File: config.mk
export PLATFORM = sky130hd
export DESIGN_NAME = aops_seq
export DESIGN_NICKNAME = d
export VERILOG_FILES = /design/src/logic/aops_pkg.sv /design/src/logic/aops_buf2.sv /design/src/logic/aops_seq.sv
export SDC_FILE = /design/constraint.sdc
export NUM_CORES = 1
export LEC_CHECK = 0
export ABC_AREA = 1
export BUFFER_PORTS_ARGS = -buffer_cell sky130_fd_sc_hd__buf_2
export CORE_MARGIN = 4
export CORE_UTILIZATION = 35
export DETAILED_ROUTE_END_ITERATION = 6
export PLACE_DENSITY = 0.5
export SLEW_MARGIN = 20
export SYNTH_ARGS = -nofsm -noshare
export SYNTH_HDL_FRONTEND = slang
export SYNTH_SLANG_ARGS = --single-unit
File: constraint.sdc
create_clock -name clk_sys -period 8.2 [get_ports clk_sys]
set_input_delay 0.82 -clock clk_sys [delete_from_list [all_inputs] [get_ports clk_sys]]
set_output_delay 0.82 -clock clk_sys [all_outputs]
set_load 0.02 [all_outputs]
File: src/logic/aops_pkg.sv
/*
  Constants for the converter output port sequencer: decimation ratio,
  strobe phase lengths, settling counts and code limits.
  Assumes one clock (clk_sys) that doubles as the conversion clock.
*/
// Operation
// - one sample per clock, decimate by six
// - ready strobe three clocks high, three low
// - sync low forces output word to zero
// - non-zero words within twenty-one ready cycles
// - words valid from fifty-five ready cycles on
// - bus released when read or select high
// - bus driven only when both are low
// - each result is a sixteen-bit parallel word
// - over-range flag high beyond full scale
// - power-down low halts conversion, saves power
// - falling ready edge marks each new word
// - sync clears state; first fall second edge
// - two's complement, clip to limits, flag set
// - over-range flag updates on ready falling edge
package aops_pkg;
  localparam int          WORD_W        = 16;
  localparam int          ACC_W         = 24;
  localparam int          DECIM         = 6;
  localparam int          HALF_PERIOD   = 3;
  localparam int          PHASE_W       = 3;
  localparam logic [2:0]  PHASE_FIRST   = 3'h2;
  localparam int          NONZERO_WORDS = 21;
  localparam int          SETTLE_WORDS  = 55;
  localparam int          CNT_W         = 6;
  localparam logic [15:0] CODE_MAX      = 16'h7FFF;
  localparam logic [15:0] CODE_MIN      = 16'h8000;
  localparam logic [15:0] CODE_ZERO     = 16'h0000;
endpackage

File: src/logic/aops_buf2.sv
/*
  Two-entry buffer with valid/ready on both sides.
  Assumes the filling side holds data stable while valid and not ready.
*/
module aops_buf2 #(
  parameter int W = 17
) (
  input  wire logic         clk_sys,
  input  wire logic         rst_n,
  input  wire logic [W-1:0] in_data,
  input  wire logic         in_valid,
  output logic              in_ready,
  output logic [W-1:0]      out_data,
  output logic              out_valid,
  input  wire logic         out_ready
);
  logic [W-1:0] mem_reg [2];
  logic [W-1:0] mem_next [2];
  logic         rd_reg, rd_next, wr_reg, wr_next;
  logic [1:0]   cnt_reg, cnt_next;
  logic         push, pop;

  // pointer and count update; full when both entries hold words
  always_comb begin
    push     = in_valid && (cnt_reg != 2'h2);
    pop      = out_ready && (cnt_reg != 2'h0);
    mem_next = mem_reg;
    if (push) begin
      mem_next[wr_reg] = in_data;
    end
    wr_next  = push ? ~wr_reg : wr_reg;
    rd_next  = pop ? ~rd_reg : rd_reg;
    cnt_next = cnt_reg + {1'b0, push} - {1'b0, pop};
  end

  always_ff @(posedge clk_sys or negedge rst_n) begin
    if (!rst_n) begin
      mem_reg[0] <= '0;
      mem_reg[1] <= '0;
      rd_reg     <= 1'b0;
      wr_reg     <= 1'b0;
      cnt_reg    <= 2'h0;
    end else begin
      mem_reg <= mem_next;
      rd_reg  <= rd_next;
      wr_reg  <= wr_next;
      cnt_reg <= cnt_next;
    end
  end

  assign in_ready  = (cnt_reg != 2'h2);
  assign out_valid = (cnt_reg != 2'h0);
  assign out_data  = mem_reg[rd_reg];
endmodule

File: src/logic/aops_seq.sv
/*
  Output port sequencer: decimates modulator samples by six, clips to
  sixteen-bit two's complement, strobes each word with an active-low ready,
  and drives the word bus when select and read are both low.

  Groups of state, each with its own next-value logic and register:
    - sequencer state: idle, run and sleep; power-down parks it in sleep
    - phase counter: position inside the six-clock word period
    - accumulator: plain sum of six samples (four for the first word after release or wake), restarted every word
    - ready strobe: three clocks low from the fall, three clocks high
    - word and flag: loaded together from the buffer at each fall
    - settle counter: counts ready falls since sync release or wake
    - output enables: one per bus bit, a clock behind select and read

  A two-entry buffer sits between the accumulator and the output word so
  that the sixth-sample push and the later fall never fight over a word.
  The very first fall after release finds the buffer empty and keeps the
  zero word; the first sum appears at the following fall.

  Timing after sync release: the first edge enters run with the phase
  preloaded, the second edge drops the ready strobe. Falls then come every
  six clocks.

  Limitations: no filter taps, so the settle flag is a count of falls and
  not a measure of filter error; the bus itself is left to the pad ring,
  this block only gives per-bit enables.

  Assumes modulator samples are synchronous to clk_sys; sync_n acts as the
  asynchronous reset of the digital path together with rst_n.
*/
module aops_seq
  import aops_pkg::*;
#(
  parameter int SAMPLE_W = 4
) (
  input  wire logic                      clk_sys,
  input  wire logic                      rst_n,
  input  wire logic                      sync_n,
  input  wire logic                      power_down_n,
  input  wire logic signed [SAMPLE_W-1:0] mod_sample,
  input  wire logic                      chip_select_n,
  input  wire logic                      read_enable_n,
  output logic [aops_pkg::WORD_W-1:0]    word_out,
  output logic [aops_pkg::WORD_W-1:0]    word_oe_n,
  output logic                           word_ready_strobe_n,
  output logic                           over_range_flag,
  output logic                           word_settled,
  output logic                           power_saving
);
  import aops_pkg::*;

  typedef enum logic [2:0] {
    AOPS_IDLE = 3'b001,
    AOPS_RUN  = 3'b010,
    AOPS_SLEEP = 3'b100
  } aops_state_t;

  // combined async clear: sync low clears everything
  logic arst_n;
  assign arst_n = rst_n & sync_n;

  aops_state_t             state_reg, state_next;
  logic [PHASE_W-1:0]      phase_reg, phase_next;
  logic signed [ACC_W-1:0] acc_reg, acc_next;
  logic [WORD_W-1:0]       word_reg, word_next;
  logic [WORD_W-1:0]       oe_reg, oe_next;
  logic                    strobe_reg, strobe_next;
  logic                    ovr_reg, ovr_next;
  logic [CNT_W-1:0]        cnt_reg, cnt_next;
  logic                    settled_reg, settled_next;
  logic                    sleep_reg, sleep_next;

  // buffer handshake signals
  logic                    buf_in_valid, buf_in_ready;
  logic [WORD_W:0]         buf_in_data, buf_out_data;
  logic                    buf_out_valid, buf_out_ready;
  logic signed [ACC_W-1:0] acc_sum;
  logic [WORD_W-1:0]       clip_word;
  logic                    clip_ovr;
  logic                    fall_now;
  logic                    run_go;
  logic                    wake_now;
  logic                    end_of_word;
  logic                    bus_read;

  // clip the decimated sum to the sixteen-bit range
  function automatic logic [WORD_W:0] aops_clip(input logic signed [ACC_W-1:0] v);
    logic [WORD_W:0] r;
    r = '0;
    if (v > $signed({{(ACC_W-WORD_W){1'b0}}, CODE_MAX})) begin
      r = {1'b1, CODE_MAX}; // clip positive
    end else if (v < $signed({{(ACC_W-WORD_W){1'b1}}, CODE_MIN})) begin
      r = {1'b1, CODE_MIN}; // clip negative
    end else begin
      r = {1'b0, v[WORD_W-1:0]};
    end
    return r;
  endfunction

  // one sample per clock added into the accumulator
  assign acc_sum   = acc_reg + ACC_W'(mod_sample);
  assign {clip_ovr, clip_word} = aops_clip(acc_sum);
  assign fall_now  = run_go && (phase_reg == PHASE_W'(HALF_PERIOD - 1));

  // mode and phase decodes shared by several groups
  assign run_go      = (state_reg == AOPS_RUN) && power_down_n;
  assign wake_now    = (state_reg == AOPS_SLEEP) && power_down_n;
  assign end_of_word = (phase_reg == PHASE_W'(DECIM - 1));
  assign bus_read    = !chip_select_n && !read_enable_n;

  // a finished word is pushed on the sixth sample
  assign buf_in_valid = run_go && end_of_word;
  assign buf_in_data  = {clip_ovr, clip_word};
  // word leaves the buffer at the ready fall
  assign buf_out_ready = fall_now;

  aops_buf2 #(
    .W(WORD_W + 1)
  ) u_buf (
    .clk_sys   (clk_sys),
    .rst_n     (arst_n),
    .in_data   (buf_in_data),
    .in_valid  (buf_in_valid),
    .in_ready  (buf_in_ready),
    .out_data  (buf_out_data),
    .out_valid (buf_out_valid),
    .out_ready (buf_out_ready)
  );

  // sequencer state; power-down parks it, a wake passes through idle
  always_comb begin
    state_next = state_reg;
    sleep_next = sleep_reg;
    unique case (state_reg)
      AOPS_IDLE: begin
        state_next = AOPS_RUN;
      end
      AOPS_RUN: begin
        if (!power_down_n) begin
          state_next = AOPS_SLEEP; // halt conversion
          sleep_next = 1'b1;
        end
      end
      AOPS_SLEEP: begin
        if (power_down_n) begin
          state_next = AOPS_IDLE;
          sleep_next = 1'b0;
        end
      end
      default: begin
        state_next = AOPS_IDLE; // stray code: restart cleanly
        sleep_next = 1'b0;
      end
    endcase
  end

  always_ff @(posedge clk_sys or negedge arst_n) begin
    if (!arst_n) begin
      state_reg <= AOPS_IDLE;
      sleep_reg <= 1'b0;
    end else begin
      state_reg <= state_next;
      sleep_reg <= sleep_next;
    end
  end

  // phase counter; idle preloads so the first fall is on edge two
  always_comb begin
    phase_next = phase_reg;
    if (state_reg == AOPS_IDLE) begin
      phase_next = PHASE_FIRST;
    end else if (run_go) begin
      phase_next = end_of_word ? '0 : phase_reg + 1'b1;
    end
  end

  always_ff @(posedge clk_sys or negedge arst_n) begin
    if (!arst_n) begin
      phase_reg <= '0;
    end else begin
      phase_reg <= phase_next;
    end
  end

  // accumulator; restarts each sixth sample, cleared on wake
  always_comb begin
    acc_next = acc_reg;
    if (wake_now) begin
      acc_next = '0;
    end else if (run_go) begin
      acc_next = buf_in_valid ? '0 : acc_sum;
    end
  end

  always_ff @(posedge clk_sys or negedge arst_n) begin
    if (!arst_n) begin
      acc_reg <= '0;
    end else begin
      acc_reg <= acc_next;
    end
  end

  // ready strobe: three low from the fall, three high
  always_comb begin
    strobe_next = strobe_reg;
    if ((state_reg == AOPS_RUN) && !power_down_n) begin
      strobe_next = 1'b1; // parked high while asleep
    end else if (fall_now) begin
      strobe_next = 1'b0;
    end else if (run_go && end_of_word) begin
      strobe_next = 1'b1;
    end
  end

  always_ff @(posedge clk_sys or negedge arst_n) begin
    if (!arst_n) begin
      strobe_reg <= 1'b1; // ready forced high
    end else begin
      strobe_reg <= strobe_next;
    end
  end

  // word and flag move together, only at a fall
  always_comb begin
    word_next = word_reg;
    ovr_next  = ovr_reg;
    if (fall_now && buf_out_valid) begin
      word_next = buf_out_data[WORD_W-1:0]; // new 16-bit word
      ovr_next  = buf_out_data[WORD_W];     // clip marker
    end
  end

  always_ff @(posedge clk_sys or negedge arst_n) begin
    if (!arst_n) begin
      word_reg <= CODE_ZERO; // zero word during sync
      ovr_reg  <= 1'b0;
    end else begin
      word_reg <= word_next;
      ovr_reg  <= ovr_next;
    end
  end

  // settle counter counts falls and saturates; a wake restarts it
  always_comb begin
    cnt_next     = cnt_reg;
    settled_next = settled_reg;
    if (wake_now) begin
      cnt_next     = '0;
      settled_next = 1'b0;
    end else if (fall_now) begin
      if (cnt_reg != CNT_W'(SETTLE_WORDS)) begin
        cnt_next = cnt_reg + 1'b1;
      end
      settled_next = (cnt_reg >= CNT_W'(SETTLE_WORDS - 1));
    end
  end

  always_ff @(posedge clk_sys or negedge arst_n) begin
    if (!arst_n) begin
      cnt_reg     <= '0;
      settled_reg <= 1'b0;
    end else begin
      cnt_reg     <= cnt_next;
      settled_reg <= settled_next;
    end
  end

  // one enable per bus bit; low drives, only with both strobes low
  genvar gi;
  generate
    for (gi = 0; gi < WORD_W; gi++) begin : g_oe
      assign oe_next[gi] = ~bus_read;
    end
  endgenerate

  // registered so the pad enables never glitch with select decoding
  always_ff @(posedge clk_sys or negedge arst_n) begin
    if (!arst_n) begin
      oe_reg <= '1;
    end else begin
      oe_reg <= oe_next;
    end
  end

  // all outputs straight from flip-flops; host reads after fall
  assign word_out            = word_reg;
  assign word_oe_n           = oe_reg;
  assign word_ready_strobe_n = strobe_reg;
  assign over_range_flag     = ovr_reg;
  assign word_settled        = settled_reg;
  assign power_saving        = sleep_reg;
endmodule
==> results list <==
- STA puts the critical path data required time at 8.44 ns.
- From synthesis to final layout, the design area changed by 10.3%.
- For the pin with the worst max-slew slack, the measured transition is 0.937 ns.
- Resized Gates After CTS: 0
- The first detailed-routing pass ran for 4 iterations.
- Reported leakage power: 3.51 nW
- The flow ran to the end, and the final reports show no timing, DRC or antenna violations.
* Num Clock Sinks: 95
* Clock input transition at the sequential cells of the worst setup and hold paths: 0.07 ns
- The cell that appears most often on the critical path is nand2_1.
- The setup check on the worst reg-to-reg path leaves a slack of 5.27 ns.
* Net Sw Frac: 0.478
- The worst hold path belongs to the class in2async.
* Unrepaired setup endpoints after global routing: no
- Summed over all failing endpoints, the final setup total negative slack is 0 ns.
* Number of buffers inserted during clock tree synthesis: 9
- Cell internal power was estimated by the tool at 0.00121 W.
- The number of nets handed over by synthesis was 842.
- Worst Skew: 0.00810 ns
* Share of total power in the clock network: 0.175
- A synthesized cell averages 7.22 sq um.
- The worst setup path is captured at a register.
- Bufs on Longest Clock Path: 2
- The tree is rooted in a clkbuf_16.
* Number of storage elements in the synthesis netlist: 95
- Number of diodes added for antenna fixing: 0
* Die Outline Area: 18,700 sq um
- Critical path cell sequence: buf_2, ha_1, nand2_1, inv_1, a21oi_1, nand2_1, nand2_1, nand2_1, inv_2, o21ai_2, xnor2_1, inv_2, nand2_2, nand2_1, nand2_1, nand2_1
- Buffers added to address setup during post-CTS repair amount to 0.
- The number of slew-limit violations in the final report came to 0.
- Overall global routing resource usage: 0.170
- The region available for standard cell placement spans 16,100 sq um.
- Headroom to the max-slew limit came out at 0.375.
* Antenna violations before repair: 0
- Largest fanout of any net on the critical path: 21
- Initial Util: 0.362
* Mapped cell area: 5810 sq um
- Row Count: 46
* Critical-path cell with the highest stage delay: buf_2
* Wire length of the first global-routing pass: 25,200 microns
- Fin nets: 868
- Number of violations reported at the end of detailed-routing iteration 0: 333
- Of the available clock period, the critical path in the final layout requires 0.394.
- Relative contribution of combinational cells to total power: 0.520
* Max reg flops: 34
- Dividing total power by cell area gives a power density of 363 nW/um^2.
* Arr. time, crit path: 3.47 ns
* DR DRC count: 0
- Width of the die: 137 microns
- After detailed routing, the total wire length is 15,000 microns.
* Sequential fraction of the synthesis area: 0.410
- Routability-driven placement finished with a final weighted congestion of 0.902.
- GRT Residual Overflow: 0
- Entering global routing, the biggest net connects 74 pins.
- Count of hold-fix buffers inserted at cts: 0
- Vias in the first global route: 4,900
- Layout cells sized above 1: 0.105
- Max-capacitance violation count: 0
- Final core utilization: 0.399
* Setup violation total in the final timing report: 0
- The critical path is of the in2reg type.
- Number of library cell types mapped by synthesis: 42
- The share of total power dissipated in sequential elements is 0.305.
* Port Buf Inserts: 45
- Detailed placement ended at an HPWL of 11,100 microns.
* Floorplan die height: 137 microns
* Start point of the critical path: mod_sample[3]
- In this run the critical register-to-register path is launched from acc_reg[0].
- Clock period minus final worst setup slack: 3.23 ns
- Worst IR Drop VDD: 142 uV
* Slowest stage delay, CP: 0.41 ns
- The number of failing hold endpoints at the final stage came to 0.
- Overall via count from detail_route: 5,037
- Dividing the detail-routed wire length by the instance count gives 14.3 microns.
- CTS H-tree lvls: 3
- Synth warnings: 0
- Number of standard cells after synthesis: 804
- STA classifies the critical path startpoint as an input port.
* Via density per instance: 4.79
- The later pin in the worst-skew pair is clocked with a latency of 0.35 ns.
* TritonCTS clock tree: done
- The detail route stage leaves a number of antenna-violating nets equal to 0.
- For this run, the top clock speed supported by timing is 310 MHz.
- Summed over all nets, the switching power comes to 0.00111 W.
- Number of filler cells placed in the layout: 1,664
- In this run the count of I/O pins placed on the die edge is 46.
==> Yosys cell counts <==
| library cell | n | share of area |
|---|---|---|
| nand2_1 | 295 | 0.19 |
| inv_1 | 93 | 0.060 |
| dfrtp_1 | 92 | 0.40 |
| nor2_1 | 83 | 0.054 |
| nand3_1 | 44 | 0.038 |
| ha_1 | 27 | 0.058 |
| o21ai_0 | 24 | 0.021 |
| a21oi_1 | 19 | 0.016 |
| o31ai_1 | 17 | 0.022 |
| buf_4 | 16 | 0.021 |
| xnor2_1 | 14 | 0.021 |
| clkbuf_1 | 11 | 0.0071 |
| nor3_1 | 8 | 0.0069 |
| a32o_1 | 6 | 0.010 |
| inv_2 | 6 | 0.0039 |
| nand4_1 | 4 | 0.0043 |
| xor2_1 | 4 | 0.0060 |
| a31oi_1 | 3 | 0.0032 |
| dfstp_2 | 3 | 0.014 |
| nand2_2 | 3 | 0.0032 |
| o21bai_1 | 3 | 0.0039 |
| and2_1 | 2 | 0.0022 |
| buf_2 | 2 | 0.0017 |
| buf_6 | 2 | 0.0039 |
| clkinv_1 | 2 | 0.0013 |
| nand3b_1 | 2 | 0.0026 |
| nor2_2 | 2 | 0.0022 |
| nor2_4 | 2 | 0.0039 |
| or2_2 | 2 | 0.0022 |
| a211oi_1 | 1 | 0.0013 |
| a21oi_2 | 1 | 0.0015 |
| a221oi_1 | 1 | 0.0015 |
| and3_1 | 1 | 0.0011 |
| buf_1 | 1 | 0.00065 |
| fa_1 | 1 | 0.0034 |
| nor3_2 | 1 | 0.0017 |
| nor4_2 | 1 | 0.0022 |
| o21ai_1 | 1 | 0.00086 |
| o21ai_2 | 1 | 0.0015 |
| o221a_2 | 1 | 0.0019 |
| o22ai_1 | 1 | 0.0011 |
| or2_1 | 1 | 0.0011 |
==> worst max-delay path, delay by kind of cell <==
family                   cells  cell delay, ns
adder cells (fa/ha/maj)      1            0.37
AND/OR/NAND/NOR              8            1.10
XOR/XNOR                     1            0.26
AO/OA/AOI/OAI                2            0.28
buffers and inverters        4            0.63
==> placed cells by master, fill, tap and decap left out, types with 3 or more instances in the layout <==
cell / Yosys / routed
a21oi_1: 19 / 19
a31oi_1: 3 / 3
a32o_1: 6 / 6
buf_2: 2 / 45
clkbuf_16: 0 / 9
dfrtp_1: 92 / 92
dfstp_2: 3 / 3
ha_1: 27 / 27
inv_1: 93 / 92
inv_2: 6 / 6
nand2_1: 295 / 295
nand2_2: 3 / 3
nand3_1: 44 / 44
nand4_1: 4 / 4
nor2_1: 83 / 83
nor3_1: 8 / 8
o21ai_0: 24 / 24
o21bai_1: 3 / 3
o31ai_1: 17 / 17
xnor2_1: 14 / 14
xor2_1: 4 / 4
==> logic make-up (layout without fill, tap and decap cells) <==
| kind of cell | count (synthesis) | in the layout | synth area share |
|---|---|---|---|
| fa+ha+maj | 28 | 28 | 0.0616 |
| flops | 95 | 95 | 0.410 |
| buf+inv | 133 | 164 | 0.0993 |
| compound gates | 79 | 79 | 0.0862 |
| xor+xnor | 18 | 18 | 0.0271 |
| simple gates | 451 | 451 | 0.316 |
==> cell type report <==
cell class / count / area (sq um) / share of cell area
Multi-Input combinational cell: 576 / 2850 / 0.445
Sequential cell: 95 / 2380 / 0.372
Tap cell: 216 / 270 / 0.0422
Clock buffer: 9 / 225 / 0.0352
Inverter: 101 / 382 / 0.0596
Timing Repair Buffer: 47 / 240 / 0.0375
Clock inverter: 7 / 53.8 / 0.00840
==> path summary, 6_finish.rpt <==
kind / cells after the start / to
setup / recovery: 16 / u_buf.mem_reg[6]
min in group clk_sys: 2 / word_out[6]
hold reg to reg: 2 / word_out[6]
setup reg to reg: 16 / u_buf.mem_reg[6]
max in group asynchronous: 4 / acc_reg[15]
hold / removal: 3 / cnt_reg[1]
==> through the flow <==
step           instance area [sq um]  hold WS [ns]  cells  setup WS, ns  total power, W
2_1_floorplan                   5810         0.450    804          4.87         0.00160
3_3_place_gp                    6130         0.462   1035          4.57         0.00192
3_5_place_dp                    6130         0.467   1035          4.59         0.00193
4_1_cts                         6400         0.463   1051          4.96         0.00235
5_1_grt                         6400         0.491   1051          4.68         0.00255
6_report                        6400         0.464   1051          4.97         0.00232
==> power by group through the flow <==
| stage | clock network (W) | logic, W | registers, W |
|---|---|---|---|
| global route | 0.000442 | 0.00137 | 0.000729 |
| global placement | 0 | 0.00121 | 0.000712 |
| finish | 0.000407 | 0.00121 | 0.000708 |
| CTS | 0.000421 | 0.00122 | 0.000709 |
| floorplan | 0 | 0.000864 | 0.000740 |
| detailed placement | 0 | 0.00122 | 0.000717 |
==> layer usage <==
metal | track usage | vias to the layer above | part of all wire
met3 | 0.0349 | 19 | 0.041
li1 | - | 2573 | -
met5 | 0 | - | 0
met1 | 0.227 | 2347 | 0.47
met4 | 0.0521 | 0 | 0.020
met2 | 0.279 | 98 | 0.47
No activity file was read; power rests on OpenSTA's default activity.
